`config.mk`:
```
export PLATFORM = sky130hd
export DESIGN_NAME = output_driver_control
export DESIGN_NICKNAME = d
export VERILOG_FILES = /design/src/rtl/drv_ctrl_pkg.sv /design/src/rtl/output_driver_control.sv /design/src/rtl/drv_lane.sv
export SDC_FILE = /design/constraint.sdc
export NUM_CORES = 1
export LEC_CHECK = 0
export ABC_AREA = 1
export BUFFER_PORTS_ARGS = -buffer_cell sky130_fd_sc_hd__clkbuf_2
export CAP_MARGIN = 20
export CORE_MARGIN = 5
export CORE_UTILIZATION = 26
export CTS_CLUSTER_DIAMETER = 50
export DETAILED_ROUTE_END_ITERATION = 8
export HOLD_SLACK_MARGIN = 0.02
export PLACE_DENSITY = 0.43
export SETUP_SLACK_MARGIN = 0.3
export SLEW_MARGIN = 20
export SYNTH_ARGS = -nofsm -noshare
export SYNTH_HDL_FRONTEND = slang
export SYNTH_HIERARCHICAL = 1
export SYNTH_SLANG_ARGS = --single-unit
```
`constraint.sdc`:
```
create_clock -name clk_sys_i -period 2.6 [get_ports clk_sys_i]
set_input_delay 0.26 -clock clk_sys_i [delete_from_list [all_inputs] [get_ports clk_sys_i]]
set_output_delay 0.26 -clock clk_sys_i [all_outputs]
set_load 0.005 [all_outputs]
```
`src/rtl/drv_ctrl_pkg.sv`:
```
/*
  Shared constants and types for the clock output driver control block:
  register indices, field positions, reset values and the per-driver
  configuration carrier. Assumes a 32-bit AXI4-Lite register bus with
  one register per aligned word (byte address = index * 4).
*/
package drv_ctrl_pkg;

  // ----------------------------------------------------------------
  // sizes
  // ----------------------------------------------------------------
  localparam int NUM_DRV = 7;            // output drivers
  localparam int NUM_PIN = 3;            // active-low enable pins
  localparam int NUM_LOOP = 4;           // synthesis loops with lock flags
  localparam int IDX_W = 10;             // register index width
  localparam int AXI_AW = 12;            // byte address width

  // ----------------------------------------------------------------
  // register indices (byte address is four times these)
  // ----------------------------------------------------------------
  localparam logic [IDX_W-1:0] IDX_GLOBAL_EN = 10'h102;  // [0] all-driver enable
  localparam logic [IDX_W-1:0] IDX_SE_MASK = 10'h141;    // [6] crystal-loss mask, stored only
  localparam logic [IDX_W-1:0] IDX_LOL_MASK = 10'h142;   // [3:0] lock loss mask
  localparam logic [IDX_W-1:0] IDX_PIN_MAP0 = 10'h150;   // [6:0] first pin driver map
  localparam logic [IDX_W-1:0] IDX_PIN_MAP1 = 10'h151;   // [6:0] second pin driver map
  localparam logic [IDX_W-1:0] IDX_PIN_MAP2 = 10'h152;   // [6:0] third pin driver map
  localparam logic [IDX_W-1:0] IDX_PWRDN = 10'h153;      // [6:0] driver power-down
  localparam logic [IDX_W-1:0] IDX_STATUS = 10'h154;     // read-only live state

  // per-driver register indices, driver 0 in the low slot
  typedef logic [NUM_DRV-1:0][IDX_W-1:0] idx_tab_t;
  localparam idx_tab_t IDX_SOFT_EN = {10'h13a, 10'h130, 10'h12b, 10'h126,
                                      10'h11c, 10'h117, 10'h112};
  localparam idx_tab_t IDX_FMT = {10'h13b, 10'h131, 10'h12c, 10'h127,
                                  10'h11d, 10'h118, 10'h113};
  localparam idx_tab_t IDX_AMP = {10'h13c, 10'h132, 10'h12d, 10'h128,
                                  10'h11e, 10'h119, 10'h114};
  localparam idx_tab_t IDX_POL = {10'h13d, 10'h133, 10'h12e, 10'h129,
                                  10'h11f, 10'h11a, 10'h115};

  // ----------------------------------------------------------------
  // field positions
  // ----------------------------------------------------------------
  localparam int SOFT_EN_BIT = 1;        // soft enable bit in its register
  localparam int FMT_LSB = 0;            // [2:0] signal format
  localparam int IDLE_LSB = 4;           // [5:4] idle level
  localparam int IMP_LSB = 6;            // [7:6] single-ended impedance
  localparam int CM_LSB = 0;             // [3:0] common mode
  localparam int SWING_LSB = 4;          // [6:4] swing
  localparam int LOOP_LSB = 0;           // [2:0] loop selection
  localparam int POL_LSB = 6;            // [7:6] single-ended polarity
  localparam int SE_MASK_BIT = 6;        // crystal-loss mask bit
  localparam int ST_PIN_LSB = 8;         // status: synchronised pin levels
  localparam int ST_LOL_LSB = 12;        // status: synchronised lock-lost flags

  // ----------------------------------------------------------------
  // codes and reset values
  // ----------------------------------------------------------------
  localparam logic [2:0] FMT_NORMAL = 3'h1;    // differential, normal power
  localparam logic [2:0] FMT_LOW_PWR = 3'h2;   // differential, low power
  localparam logic [2:0] FMT_SINGLE = 3'h4;    // dual single-ended
  localparam logic [1:0] IDLE_HIGH = 2'h1;     // park high; any other code parks low
  localparam logic [1:0] IMP_RST = 2'h3;       // lowest impedance, valid on every supply
  localparam logic [2:0] FMT_RST = FMT_NORMAL;
  localparam logic [3:0] CM_RST = 4'h0;
  localparam logic [2:0] SWING_RST = 3'h0;
  localparam logic [1:0] POL_RST = 2'h0;       // both pins in phase
  localparam logic [3:0] LOL_MASK_RST = 4'hf;  // keep running through lock loss
  localparam logic [1:0] RESP_OKAY = 2'h0;
  localparam logic [1:0] RESP_SLVERR = 2'h2;

  // ----------------------------------------------------------------
  // per-driver configuration carried to the analog driver
  // ----------------------------------------------------------------
  typedef struct packed {
    logic [2:0] format;   // signal format code
    logic [2:0] swing;    // differential swing code
    logic [3:0] cm;       // differential common mode code
    logic [1:0] imp;      // single-ended impedance code
    logic [1:0] idle;     // level held while disabled
    logic [1:0] pol;      // single-ended polarity
    logic [2:0] loop_sel; // loop feeding this driver
  } drv_cfg_s;

endpackage

```
`src/rtl/output_driver_control.sv`:
```
/*
  Output driver control: per-driver swing, common mode, format, impedance,
  polarity and idle level, plus the combination of three active-low enable
  pins, software enables and the lock-loss disable option into one final
  enable per driver. Assumes an AXI4-Lite master on clk_sys_i, enable pins
  and lock flags asynchronous to clk_sys_i, and source clocks as levels
  from the crosspoint logic on clk_sys_i.
*/
`timescale 1ns/1ps
module output_driver_control #(
  parameter logic [6:0] PIN_MAP0_DEFAULT = 7'h7f, // stored power-up mapping
  parameter logic [6:0] PIN_MAP1_DEFAULT = 7'h00,
  parameter logic [6:0] PIN_MAP2_DEFAULT = 7'h00
) (
  // clock and reset
  input wire logic clk_sys_i,
  input wire logic nrst_i,
  // axi4-lite write address
  input wire logic [drv_ctrl_pkg::AXI_AW-1:0] s_axi_awaddr_i,
  input wire logic s_axi_awvalid_i,
  output logic s_axi_awready_o,
  // axi4-lite write data
  input wire logic [31:0] s_axi_wdata_i,
  input wire logic [3:0] s_axi_wstrb_i,
  input wire logic s_axi_wvalid_i,
  output logic s_axi_wready_o,
  // axi4-lite write response
  output logic [1:0] s_axi_bresp_o,
  output logic s_axi_bvalid_o,
  input wire logic s_axi_bready_i,
  // axi4-lite read address
  input wire logic [drv_ctrl_pkg::AXI_AW-1:0] s_axi_araddr_i,
  input wire logic s_axi_arvalid_i,
  output logic s_axi_arready_o,
  // axi4-lite read data
  output logic [31:0] s_axi_rdata_o,
  output logic [1:0] s_axi_rresp_o,
  output logic s_axi_rvalid_o,
  input wire logic s_axi_rready_i,
  // enable pins and loop status, asynchronous
  input wire logic [drv_ctrl_pkg::NUM_PIN-1:0] enable_pin_n_i,
  input wire logic [drv_ctrl_pkg::NUM_LOOP-1:0] lock_lost_i,
  // source clocks from the crosspoint
  input wire logic [drv_ctrl_pkg::NUM_DRV-1:0] drv_src_i,
  // analog driver settings and pins
  output drv_ctrl_pkg::drv_cfg_s [drv_ctrl_pkg::NUM_DRV-1:0] drv_cfg_o,
  output logic [drv_ctrl_pkg::NUM_DRV-1:0] driver_true_pin_o,
  output logic [drv_ctrl_pkg::NUM_DRV-1:0] driver_comp_pin_o,
  output logic [drv_ctrl_pkg::NUM_DRV-1:0] driver_oe_n_o,
  output logic [drv_ctrl_pkg::NUM_DRV-1:0] drv_enable_o
);
  import drv_ctrl_pkg::*;

  // ----------------------------------------------------------------
  // declarations
  // ----------------------------------------------------------------
  drv_cfg_s [NUM_DRV-1:0] cfg;           // per-driver settings
  logic [NUM_DRV-1:0] soft_en;           // per-driver software enable
  logic global_en;                       // all-driver software enable
  logic se_mask;                         // crystal-loss mask, stored only
  logic [NUM_LOOP-1:0] lol_mask;         // lock-loss disable mask
  logic [NUM_PIN-1:0][NUM_DRV-1:0] pin_map; // pin to driver mapping
  logic [NUM_DRV-1:0] pwrdn;             // per-driver power-down
  logic [NUM_PIN-1:0] pin_meta;          // first synchroniser stage
  logic [NUM_PIN-1:0] pin_sync;          // pin levels, safe to use
  logic [NUM_LOOP-1:0] lol_meta;
  logic [NUM_LOOP-1:0] lol_sync;
  logic [NUM_DRV-1:0] next_enable;       // combined enable per driver
  logic [IDX_W-1:0] wr_idx;              // held write index
  logic [31:0] wr_data;                  // held write data
  logic [3:0] wr_strb;                   // held write strobes
  logic aw_held;                         // write address captured
  logic w_held;                          // write data captured
  logic do_write;                        // both halves present, commit now
  logic wr_hit;                          // write index is mapped
  logic [31:0] next_rdata;               // read mux output
  logic rd_hit;                          // read index is mapped
  logic [IDX_W-1:0] rd_idx;

  // ----------------------------------------------------------------
  // input synchronisers
  // ----------------------------------------------------------------
  // two flops each; nothing reads the first stage but the second
  always_ff @(posedge clk_sys_i) begin
    if (!nrst_i) begin
      pin_meta <= '1;
      pin_sync <= '1;
      lol_meta <= '0;
      lol_sync <= '0;
    end else begin
      pin_meta <= enable_pin_n_i;
      pin_sync <= pin_meta;
      lol_meta <= lock_lost_i;
      lol_sync <= lol_meta;
    end
  end

  // ----------------------------------------------------------------
  // enable combination
  // ----------------------------------------------------------------
  // an unmapped driver is not gated by any pin; a loop select beyond the
  // four lock flags never disables, since no loop can lose lock there
  always_comb begin
    for (int d = 0; d < NUM_DRV; d++) begin
      next_enable[d] = soft_en[d] & global_en;
      for (int p = 0; p < NUM_PIN; p++) begin
        if (pin_map[p][d] && pin_sync[p]) begin
          next_enable[d] = 1'b0;
        end
      end
      if (cfg[d].loop_sel < 3'(NUM_LOOP)) begin
        if (lol_sync[cfg[d].loop_sel[1:0]] && !lol_mask[cfg[d].loop_sel[1:0]]) begin
          next_enable[d] = 1'b0;
        end
      end
    end
  end

  // registered final enables drive the lanes and the status word
  always_ff @(posedge clk_sys_i) begin
    if (!nrst_i) begin
      drv_enable_o <= '0;
    end else begin
      drv_enable_o <= next_enable;
    end
  end

  // settings presented to the analog drivers, one flop stage
  always_ff @(posedge clk_sys_i) begin
    if (!nrst_i) begin
      drv_cfg_o <= '0;
    end else begin
      drv_cfg_o <= cfg;
    end
  end

  // ----------------------------------------------------------------
  // output lanes
  // ----------------------------------------------------------------
  for (genvar g = 0; g < NUM_DRV; g++) begin : g_lane
    drv_lane u_lane (
      .clk_sys_i(clk_sys_i),
      .nrst_i(nrst_i),
      .src_i(drv_src_i[g]),
      .enable_i(drv_enable_o[g]),
      .pwrdn_i(pwrdn[g]),
      .cfg_i(cfg[g]),
      .true_o(driver_true_pin_o[g]),
      .comp_o(driver_comp_pin_o[g]),
      .oe_n_o(driver_oe_n_o[g])
    );
  end

  // ----------------------------------------------------------------
  // axi write channels
  // ----------------------------------------------------------------
  // address and data are taken in either order; the response waits for both
  assign do_write = aw_held & w_held & ~s_axi_bvalid_o;

  always_ff @(posedge clk_sys_i) begin
    if (!nrst_i) begin
      aw_held <= 1'b0;
      wr_idx <= '0;
      s_axi_awready_o <= 1'b1;
    end else if (s_axi_awvalid_i && s_axi_awready_o) begin
      // address taken, hold off further addresses until the response
      aw_held <= 1'b1;
      wr_idx <= s_axi_awaddr_i[IDX_W+1:2];
      s_axi_awready_o <= 1'b0;
    end else if (do_write) begin
      aw_held <= 1'b0;
    end else if (s_axi_bvalid_o && s_axi_bready_i) begin
      s_axi_awready_o <= 1'b1;
    end
  end

  always_ff @(posedge clk_sys_i) begin
    if (!nrst_i) begin
      w_held <= 1'b0;
      wr_data <= '0;
      wr_strb <= '0;
      s_axi_wready_o <= 1'b1;
    end else if (s_axi_wvalid_i && s_axi_wready_o) begin
      w_held <= 1'b1;
      wr_data <= s_axi_wdata_i;
      wr_strb <= s_axi_wstrb_i;
      s_axi_wready_o <= 1'b0;
    end else if (do_write) begin
      w_held <= 1'b0;
    end else if (s_axi_bvalid_o && s_axi_bready_i) begin
      s_axi_wready_o <= 1'b1;
    end
  end

  // response one cycle after both halves are present
  always_ff @(posedge clk_sys_i) begin
    if (!nrst_i) begin
      s_axi_bvalid_o <= 1'b0;
      s_axi_bresp_o <= RESP_OKAY;
    end else if (do_write) begin
      s_axi_bvalid_o <= 1'b1;
      s_axi_bresp_o <= wr_hit ? RESP_OKAY : RESP_SLVERR;
    end else if (s_axi_bready_i) begin
      s_axi_bvalid_o <= 1'b0;
    end
  end

  // ----------------------------------------------------------------
  // address decode
  // ----------------------------------------------------------------
  function automatic logic idx_mapped(input logic [IDX_W-1:0] idx);
    logic hit;
    hit = (idx == IDX_GLOBAL_EN) || (idx == IDX_SE_MASK) || (idx == IDX_LOL_MASK) ||
          (idx == IDX_PIN_MAP0) || (idx == IDX_PIN_MAP1) || (idx == IDX_PIN_MAP2) ||
          (idx == IDX_PWRDN) || (idx == IDX_STATUS);
    for (int d = 0; d < NUM_DRV; d++) begin
      hit = hit || (idx == IDX_SOFT_EN[d]) || (idx == IDX_FMT[d]) ||
            (idx == IDX_AMP[d]) || (idx == IDX_POL[d]);
    end
    return hit;
  endfunction

  assign wr_hit = idx_mapped(wr_idx);

  // ----------------------------------------------------------------
  // register file
  // ----------------------------------------------------------------
  // all writable fields lie within bits 7:0, so only byte lane 0 carries a write
  always_ff @(posedge clk_sys_i) begin
    if (!nrst_i) begin
      global_en <= 1'b1;
      se_mask <= 1'b0;
      lol_mask <= LOL_MASK_RST;
      pin_map[0] <= PIN_MAP0_DEFAULT;
      pin_map[1] <= PIN_MAP1_DEFAULT;
      pin_map[2] <= PIN_MAP2_DEFAULT;
      pwrdn <= '0;
    end else if (do_write && wr_strb[0]) begin
      if (wr_idx == IDX_GLOBAL_EN) begin
        global_en <= wr_data[0];
      end
      if (wr_idx == IDX_SE_MASK) begin
        se_mask <= wr_data[SE_MASK_BIT];
      end
      if (wr_idx == IDX_LOL_MASK) begin
        lol_mask <= wr_data[NUM_LOOP-1:0];
      end
      if (wr_idx == IDX_PIN_MAP0) begin
        pin_map[0] <= wr_data[NUM_DRV-1:0];
      end
      if (wr_idx == IDX_PIN_MAP1) begin
        pin_map[1] <= wr_data[NUM_DRV-1:0];
      end
      if (wr_idx == IDX_PIN_MAP2) begin
        pin_map[2] <= wr_data[NUM_DRV-1:0];
      end
      if (wr_idx == IDX_PWRDN) begin
        pwrdn <= wr_data[NUM_DRV-1:0];
      end
    end
  end

  // per-driver registers, one loop over the seven drivers
  always_ff @(posedge clk_sys_i) begin
    if (!nrst_i) begin
      for (int d = 0; d < NUM_DRV; d++) begin
        soft_en[d] <= 1'b1;
        cfg[d].format <= FMT_RST;
        cfg[d].swing <= SWING_RST;
        cfg[d].cm <= CM_RST;
        cfg[d].imp <= IMP_RST;
        cfg[d].idle <= 2'h0;
        cfg[d].pol <= POL_RST;
        cfg[d].loop_sel <= 3'h0;
      end
    end else if (do_write && wr_strb[0]) begin
      for (int d = 0; d < NUM_DRV; d++) begin
        if (wr_idx == IDX_SOFT_EN[d]) begin
          soft_en[d] <= wr_data[SOFT_EN_BIT];
        end
        if (wr_idx == IDX_FMT[d]) begin
          cfg[d].format <= wr_data[FMT_LSB +: 3];
          cfg[d].idle <= wr_data[IDLE_LSB +: 2];
          cfg[d].imp <= wr_data[IMP_LSB +: 2];
        end
        if (wr_idx == IDX_AMP[d]) begin
          cfg[d].cm <= wr_data[CM_LSB +: 4];
          cfg[d].swing <= wr_data[SWING_LSB +: 3];
        end
        if (wr_idx == IDX_POL[d]) begin
          cfg[d].loop_sel <= wr_data[LOOP_LSB +: 3];
          cfg[d].pol <= wr_data[POL_LSB +: 2];
        end
      end
    end
  end

  // ----------------------------------------------------------------
  // axi read channel
  // ----------------------------------------------------------------
  assign rd_idx = s_axi_araddr_i[IDX_W+1:2];
  assign rd_hit = idx_mapped(rd_idx);

  // read mux; unmapped words read zero
  always_comb begin
    next_rdata = '0;
    if (rd_idx == IDX_GLOBAL_EN) next_rdata[0] = global_en;
    if (rd_idx == IDX_SE_MASK) next_rdata[SE_MASK_BIT] = se_mask;
    if (rd_idx == IDX_LOL_MASK) next_rdata[NUM_LOOP-1:0] = lol_mask;
    if (rd_idx == IDX_PIN_MAP0) next_rdata[NUM_DRV-1:0] = pin_map[0];
    if (rd_idx == IDX_PIN_MAP1) next_rdata[NUM_DRV-1:0] = pin_map[1];
    if (rd_idx == IDX_PIN_MAP2) next_rdata[NUM_DRV-1:0] = pin_map[2];
    if (rd_idx == IDX_PWRDN) next_rdata[NUM_DRV-1:0] = pwrdn;
    if (rd_idx == IDX_STATUS) begin
      // live state: final enables, pin levels, lock flags
      next_rdata[NUM_DRV-1:0] = drv_enable_o;
      next_rdata[ST_PIN_LSB +: NUM_PIN] = pin_sync;
      next_rdata[ST_LOL_LSB +: NUM_LOOP] = lol_sync;
    end
    for (int d = 0; d < NUM_DRV; d++) begin
      if (rd_idx == IDX_SOFT_EN[d]) next_rdata[SOFT_EN_BIT] = soft_en[d];
      if (rd_idx == IDX_FMT[d]) begin
        next_rdata[FMT_LSB +: 3] = cfg[d].format;
        next_rdata[IDLE_LSB +: 2] = cfg[d].idle;
        next_rdata[IMP_LSB +: 2] = cfg[d].imp;
      end
      if (rd_idx == IDX_AMP[d]) begin
        next_rdata[CM_LSB +: 4] = cfg[d].cm;
        next_rdata[SWING_LSB +: 3] = cfg[d].swing;
      end
      if (rd_idx == IDX_POL[d]) begin
        next_rdata[LOOP_LSB +: 3] = cfg[d].loop_sel;
        next_rdata[POL_LSB +: 2] = cfg[d].pol;
      end
    end
  end

  // read answer one cycle after the address is taken
  always_ff @(posedge clk_sys_i) begin
    if (!nrst_i) begin
      s_axi_arready_o <= 1'b1;
      s_axi_rvalid_o <= 1'b0;
      s_axi_rdata_o <= '0;
      s_axi_rresp_o <= RESP_OKAY;
    end else if (s_axi_arvalid_i && s_axi_arready_o) begin
      s_axi_arready_o <= 1'b0;
      s_axi_rvalid_o <= 1'b1;
      s_axi_rdata_o <= next_rdata;
      s_axi_rresp_o <= rd_hit ? RESP_OKAY : RESP_SLVERR;
    end else if (s_axi_rvalid_o && s_axi_rready_i) begin
      s_axi_rvalid_o <= 1'b0;
      s_axi_arready_o <= 1'b1;
    end
  end

endmodule

```
`src/rtl/drv_lane.sv`:
```
/*
  One output driver lane: forms the true and complement pin levels from
  the selected source clock, the format, polarity and idle level, and the
  final enable. Assumes src_i is a level from logic on clk_sys_i.
*/
`timescale 1ns/1ps
module drv_lane (
  // clock and reset
  input wire logic clk_sys_i,
  input wire logic nrst_i,
  // control
  input wire logic src_i,
  input wire logic enable_i,
  input wire logic pwrdn_i,
  input wire drv_ctrl_pkg::drv_cfg_s cfg_i,
  // pins
  output logic true_o,
  output logic comp_o,
  output logic oe_n_o
);
  import drv_ctrl_pkg::*;

  logic single;      // dual single-ended mode
  logic idle_lvl;    // parked level
  logic next_true;
  logic next_comp;

  assign single = (cfg_i.format == FMT_SINGLE);
  assign idle_lvl = (cfg_i.idle == IDLE_HIGH);

  // ----------------------------------------------------------------
  // pin levels
  // ----------------------------------------------------------------
  // differential drives a complementary pair; single-ended drives both pins
  always_comb begin
    if (!enable_i) begin
      // parked, static, floating only when powered down
      next_true = idle_lvl;
      next_comp = single ? idle_lvl : ~idle_lvl;
    end else if (single) begin
      // in phase by default, polarity field flips either pin
      next_true = src_i ^ cfg_i.pol[1];
      next_comp = src_i ^ cfg_i.pol[0];
    end else begin
      next_true = src_i;
      next_comp = ~src_i;
    end
  end

  // registered pins; power-down releases the pins entirely
  always_ff @(posedge clk_sys_i) begin
    if (!nrst_i) begin
      // reset format is differential parked low, so the pair stays complementary
      true_o <= 1'b0;
      comp_o <= 1'b1;
      oe_n_o <= 1'b1;
    end else begin
      true_o <= next_true;
      comp_o <= next_comp;
      oe_n_o <= pwrdn_i;
    end
  end

endmodule

```
* Word-level counts from Yosys, hierarchy flattened
Cells that the tools add are included.
** Word-level totals
- Register bits after elaboration :: 394
- Input bits :: 81
- Output and inout bits :: 202
- Logic and storage cells :: 610
** Operators by class
- Magnitude comparators :: 14
- Equal/unequal tests :: 88
- Mux-type cells :: 165
- Bitwise logic cells :: 38
- Reduce and logical (&&, ||, !) cells :: 154
** Operator list (count)
- 10-bit by 9-bit == test with 1-bit output (second input constant) :: 72
- 1-bit 2-to-1 mux :: 106
- 7-bit 2-to-1 mux :: 12
- 2-bit AND reduction :: 37
- 1-bit logical OR :: 70
- 3-bit 2-to-1 mux :: 15
- 4-bit 2-to-1 mux :: 9
- 1-bit logical AND :: 34
- 1-bit binary-select mux with 2-bit select :: 14
- 3-bit == test (second input constant) :: 7
- 2-bit by 3-bit < comparator with 1-bit output (second input constant) :: 7
- 3-bit < comparator (second input constant) :: 7
- 2-bit 2-to-1 mux :: 9
- 1-bit inverter :: 15
- 2-bit by 1-bit == test with 1-bit output (second input constant) :: 7
- 1-bit bitwise XOR :: 14
- 2-bit nonzero test :: 6
- 1-bit AND :: 9
- 1-bit logical NOT :: 7
- 2-bit by 1-bit != test with 1-bit output (second input constant) :: 2

* Depth between registers and ports, before layout
- Depth after elaboration :: 37
- Gate-level depth with buffers :: 25
- Mapped depth without buffers :: 25

* Cells and area by module
The synthesis kept the hierarchy.
** Modules (own cells, without submodules)
- output_driver_control :: times used 1, cells an instance 1953, area an instance 14654.1 sq um, seq. area each 7427.1 sq um
- drv_lane :: times used 7, cells an instance 36, area an instance 196.4 sq um, seq. area each 60.1 sq um

* Worst setup path after synthesis
OpenSTA, ideal clock, no wires.
- Kind :: input to register
- From :: input s_axi_araddr_i[5] in the netlist's numbering
- To :: register s_axi_rdata_o[7]
- Library setup time :: 0.132 ns
- Arrival :: 1.834 ns
- Required time :: 2.468 ns
- Path slack :: 0.634 ns
- Stages :: 15
- Path buffers :: 0
- Cell sequence :: inv_1 nand2_1 nor2_1 nand3_1 inv_2 a221oi_2 o2111ai_1 a221oi_1 nand2_1 a221oi_1 o21ai_0 a21oi_1 o21ai_1 nand2_1 a21oi_1
** Between the ends
- Word-level cells in the longest chain between the ends :: 15
- Elaborated cells on any way between the ends :: 28
- Those cells by class :: eq/ne (14); mux (14)
** Ends and longest elaborated chain
- from (decl) :: line output_driver_control.sv:32 : input wire logic [drv_ctrl_pkg::AXI_AW-1:0] s_axi_araddr_i,
- 10-bit by 9-bit == test with 1-bit output :: line output_driver_control.sv:322 : if (rd_idx == IDX_FMT[d]) begin
- 4-bit 2-to-1 mux :: line output_driver_control.sv:322
- 2-bit 2-to-1 mux :: line output_driver_control.sv:331 : if (rd_idx == IDX_POL[d]) begin
- 4-bit 2-to-1 mux :: line output_driver_control.sv:322
- 2-bit 2-to-1 mux :: line output_driver_control.sv:331
- 4-bit 2-to-1 mux :: line output_driver_control.sv:322
- 2-bit 2-to-1 mux :: line output_driver_control.sv:331
- 4-bit 2-to-1 mux :: line output_driver_control.sv:322
- 2-bit 2-to-1 mux :: line output_driver_control.sv:331
- 4-bit 2-to-1 mux :: line output_driver_control.sv:322
- 2-bit 2-to-1 mux :: line output_driver_control.sv:331
- 4-bit 2-to-1 mux :: line output_driver_control.sv:322
- 2-bit 2-to-1 mux :: line output_driver_control.sv:331
- 4-bit 2-to-1 mux :: line output_driver_control.sv:322
- 2-bit 2-to-1 mux (*) :: line output_driver_control.sv:331
- to (signal assigned) :: line output_driver_control.sv:348 : s_axi_rdata_o <= next_rdata;
- to (decl) :: line output_driver_control.sv:36 : output logic [31:0] s_axi_rdata_o,
Mark *: on every way between the ends. The rest lies on a longest branch, timed or not.
A chain may end at the register's enable or synchronous reset.

* Worst setup path after layout
- From :: register se_mask
- To :: register s_axi_rdata_o[6]
** Between the ends
- Word-level cells in the longest chain between the ends :: 27
** Ends and longest elaborated chain
- from (decl) :: line output_driver_control.sv:60 : logic se_mask;
- from (signal assigned) :: line output_driver_control.sv:243 : se_mask <= wr_data[SE_MASK_BIT];
- 1-bit 2-to-1 mux :: line output_driver_control.sv:308 : if (rd_idx == IDX_SE_MASK) next_rdata[SE_MASK_BIT] = se_mask;
- 7-bit 2-to-1 mux :: line output_driver_control.sv:310 : if (rd_idx == IDX_PIN_MAP0) next_rdata[NUM_DRV-1:0] = pin_map[0];
- 7-bit 2-to-1 mux :: line output_driver_control.sv:311 : if (rd_idx == IDX_PIN_MAP1) next_rdata[NUM_DRV-1:0] = pin_map[1];
- 7-bit 2-to-1 mux :: line output_driver_control.sv:312 : if (rd_idx == IDX_PIN_MAP2) next_rdata[NUM_DRV-1:0] = pin_map[2];
- 7-bit 2-to-1 mux :: line output_driver_control.sv:313 : if (rd_idx == IDX_PWRDN) next_rdata[NUM_DRV-1:0] = pwrdn;
- 7-bit 2-to-1 mux :: line output_driver_control.sv:314 : if (rd_idx == IDX_STATUS) begin
- 4-bit 2-to-1 mux :: line output_driver_control.sv:322
- 7-bit 2-to-1 mux :: line output_driver_control.sv:327 : if (rd_idx == IDX_AMP[d]) begin
- [... 11 more ...]
- 7-bit 2-to-1 mux :: line output_driver_control.sv:327
- 2-bit 2-to-1 mux :: line output_driver_control.sv:331
- 4-bit 2-to-1 mux :: line output_driver_control.sv:322
- 7-bit 2-to-1 mux :: line output_driver_control.sv:327
- 2-bit 2-to-1 mux :: line output_driver_control.sv:331
- 4-bit 2-to-1 mux :: line output_driver_control.sv:322
- 7-bit 2-to-1 mux :: line output_driver_control.sv:327
- 2-bit 2-to-1 mux :: line output_driver_control.sv:331
Every way passes these cells.

==> results.cfg <==
[outcome]
status = complete, no violations

[sta]
max_freq_mhz = 422
finalSetupViolCount = 0
worst_pin_slew_ps = 635
drv_slew = 0
tns_ps = 0
min_period_over_period = 0.911
worst_clock_skew_ps = 21.0
fin_ws_ps = 231
timing.slew.headroom = 0.576
finalHoldViolCount = 0
post-route-min-period_ps = 2370
rsz0062_at_grt = yes

[yosys]
synth_top_area_cell = dfxtp_1
ys_ff_latch = 392
ys_warn_count = 6
synthCells = 2205
yosysSeqAreaShare = 0.490
synth-edff-count = 0
ys_top_cells_by_count = nand2_1 (487), dfxtp_1 (392), inv_1 (384), o21ai_0 (199), a21oi_1 (187)
synth_top_flop_cell = dfxtp_1
yosysMostFrequentCell = nand2_1
synth_area_per_cell_um2 = 7.27
synth_cell_type_count = 46
yosysTopAreaCellShare = 0.490
synthArstFlopShare = 0
synth_area_leaders = dfxtp_1 (49%), nand2_1 (11%), inv_1 (9.0%), o21ai_0 (6.2%), a21oi_1 (5.8%)
synth.cell_area_um2 = 16000

[grt]
grt_pass1_wl_mm = 101
grt_max_degree = 99
grt.overflow.total = 0
grt_usage = 0.200
grt_pass1_vias = 15742
antenna_found_initial = 1

[cts]
clk_pin_slew_ps = 60
clockBufferDepth = 3
cts_tree = yes
numCtsBuffers = 53
htree_num_levels = 2
cts_num_sinks = 392
cts_root_buf = clkbuf_16
clock_latency_ps = 600

[setup_path]
critPathArrivalTime_ps = 2860
r2r_cells = 16
r2r_slack_ps = 230
critical-path-top-delay-family = simple AND/OR/NAND/NOR gates
slowest_stage = dfxtp_2
cpMostUsedCell = nor2_1
path_buf_inv = 0
cp_num_cells = 16
cp-end-kind = register
worstSetupPathType = reg -> reg
cp.required_ps = 3090
path_cells = nand4_1 > o211ai_1 > a21oi_2 > nand4_1 > a21oi_1 > o2111ai_1 > nor2_1 > nand4_1 > nor2_1 > nand4_1 > nor2_1 > nand3_1 > nor2_1 > nand4_1 > nor2_1 > nor2_1
critical_path_peak_fanout = 2
start_kind = register
r2r_start = se_mask
critPathLaunch = se_mask
slowest_delay_ps = 350

[power]
vdd_drop_max_mv = 0.425
powerDensity_nw_per_um2 = 677
total_power_mw = 14.8
cellLeakagePower_nw = 10.4

[detailed_routing]
drc_errors = 0
ant_nets = 0
drt_pass1_iterations = 6
vias_per_cell = 4.61
wire_per_inst_um = 19.8
drt_iter0_drc = 1064
routed_wl_mm = 68.7
vias = 16008

[die]
die_h_um = 258
core_region_area_um2 = 61400
io_pins = 283
die_area_um2 = 66700
rows = 91
fp.dieW_um = 258
initial_core_util = 0.261

[flow_run]
drv_cap = 0

[finish]
fin_nets = 2720
area_growth_pct = 36.1
nFillCells = 6548
post-route-util = 0.356
drive_gt1_frac = 0.233

[placed_design]
pre_cts_slack_ps = -870
gp_congestion = 0.995
portBuffers = 232
dpl.hpwl_mm = 53.4

[hold_path]
whs_path_depth = 3
min_from = nrst_i
hold_path_class = in -> reg
timing repair:
item,in CTS,in global routing
pin swaps,11,25
endpoints found under the hold margin,44,0
gates resized for setup,35,29
buffers inserted,0,2
hold buffers,34,0
endpoints found under the setup margin,6,26
cells by family after synthesis:
kind of cell / share of synthesized area
buffers and inverters: 0.121
flip-flops: 0.490
other: 0.000234
AND/OR/NAND/NOR: 0.221
AO/OA/AOI/OAI: 0.168
worst paths after layout:
kind,to
setup / recovery,s_axi_rdata_o[6]
hold / removal,cfg[103]
setup reg to reg,s_axi_rdata_o[6]
hold reg to reg,pin_sync[2]
state kept, by name, summed over array words and instances, names as in the netlist, 3 cells and up:
register              flops
drv_enable_o              7
g_lane.u_lane/true_o      7
lol_meta                  4
pin_meta                  3
lol_sync                  4
g_lane.u_lane/comp_o      7
wr_idx                   10
pwrdn                     7
soft_en                   7
drv_cfg_o               133
s_axi_rdata_o            15
pin_sync                  3
pin_map                  21
wr_data                   8
cfg                     133
g_lane.u_lane/oe_n_o      7
lol_mask                  4
metrics by stage:
stage	std cells	hold WS, ps	instance area [um2]
2_1_floorplan	2223	358	16100
3_3_place_gp	3338	392	19400
3_5_place_dp	3338	399	19400
4_1_cts	3470	106	21700
5_1_grt	3472	145	21800
6_report	3474	148	21800
placed cells by master (no fill, tap or decap), types with 5 or more instances in the layout:
cell	netlist	routed
inv_2	11	17
nor3_1	33	32
inv_6	0	6
nor2_4	5	7
nand4_1	32	32
or2_2	13	13
nand2_1	487	484
a221o_1	5	5
a21oi_1	187	181
dfxtp_2	0	8
nand3_1	78	72
clkbuf_16	0	54
nor2_2	12	14
inv_1	384	377
dlygate4sd3_1	0	34
a21oi_2	0	6
clkbuf_8	0	5
nor2_1	153	149
clkinvlp_4	0	6
nand3_2	1	7
bufinv_16	0	7
conb_1	1	19
o21ai_0	199	197
nand2_2	4	6
clkbuf_2	0	231
dfxtp_1	392	382
buf_12	0	8
buf_4	19	184
clkinv_2	0	9
a211oi_1	18	18
o211ai_1	35	35
tightest hold or removal path, stage by stage:
cell and delay [ps]:
clkbuf_8 120, buf_12 180, o211ai_1 120
power breakdown:
part | switching, mW | total (mW) | leakage [nW] | internal (mW)
logic | 0.610 | 0.915 | 6.30 | 0.305
clock network | 2.99 | 7.68 | 0.917 | 4.68
registers | 0.0662 | 6.17 | 3.18 | 6.10
total | 3.67 | 14.8 | 10.4 | 11.1
routing by layer:
metal | global-route usage | routed length (um) | up-vias
met4 | 0.0673 | 2410 | 0
met1 | 0.268 | 30500 | 7517
met2 | 0.326 | 31200 | 482
li1 | - | - | 7899
met5 | 0 | 0 | -
met3 | 0.0392 | 4540 | 110
layout make-up:
cell class	instances	area [um2]	share of cell area
antenna	2	5.00	0.000229
clock buffer	61	1420	0.0650
clock inverter	37	462	0.0212
inverter	400	1510	0.0691
multi-input combinational	1332	6500	0.298
sequential	392	7870	0.360
tap	790	988	0.0453
timing repair buffer	460	3070	0.141
Note: power is estimated with default switching activity, not from simulation.
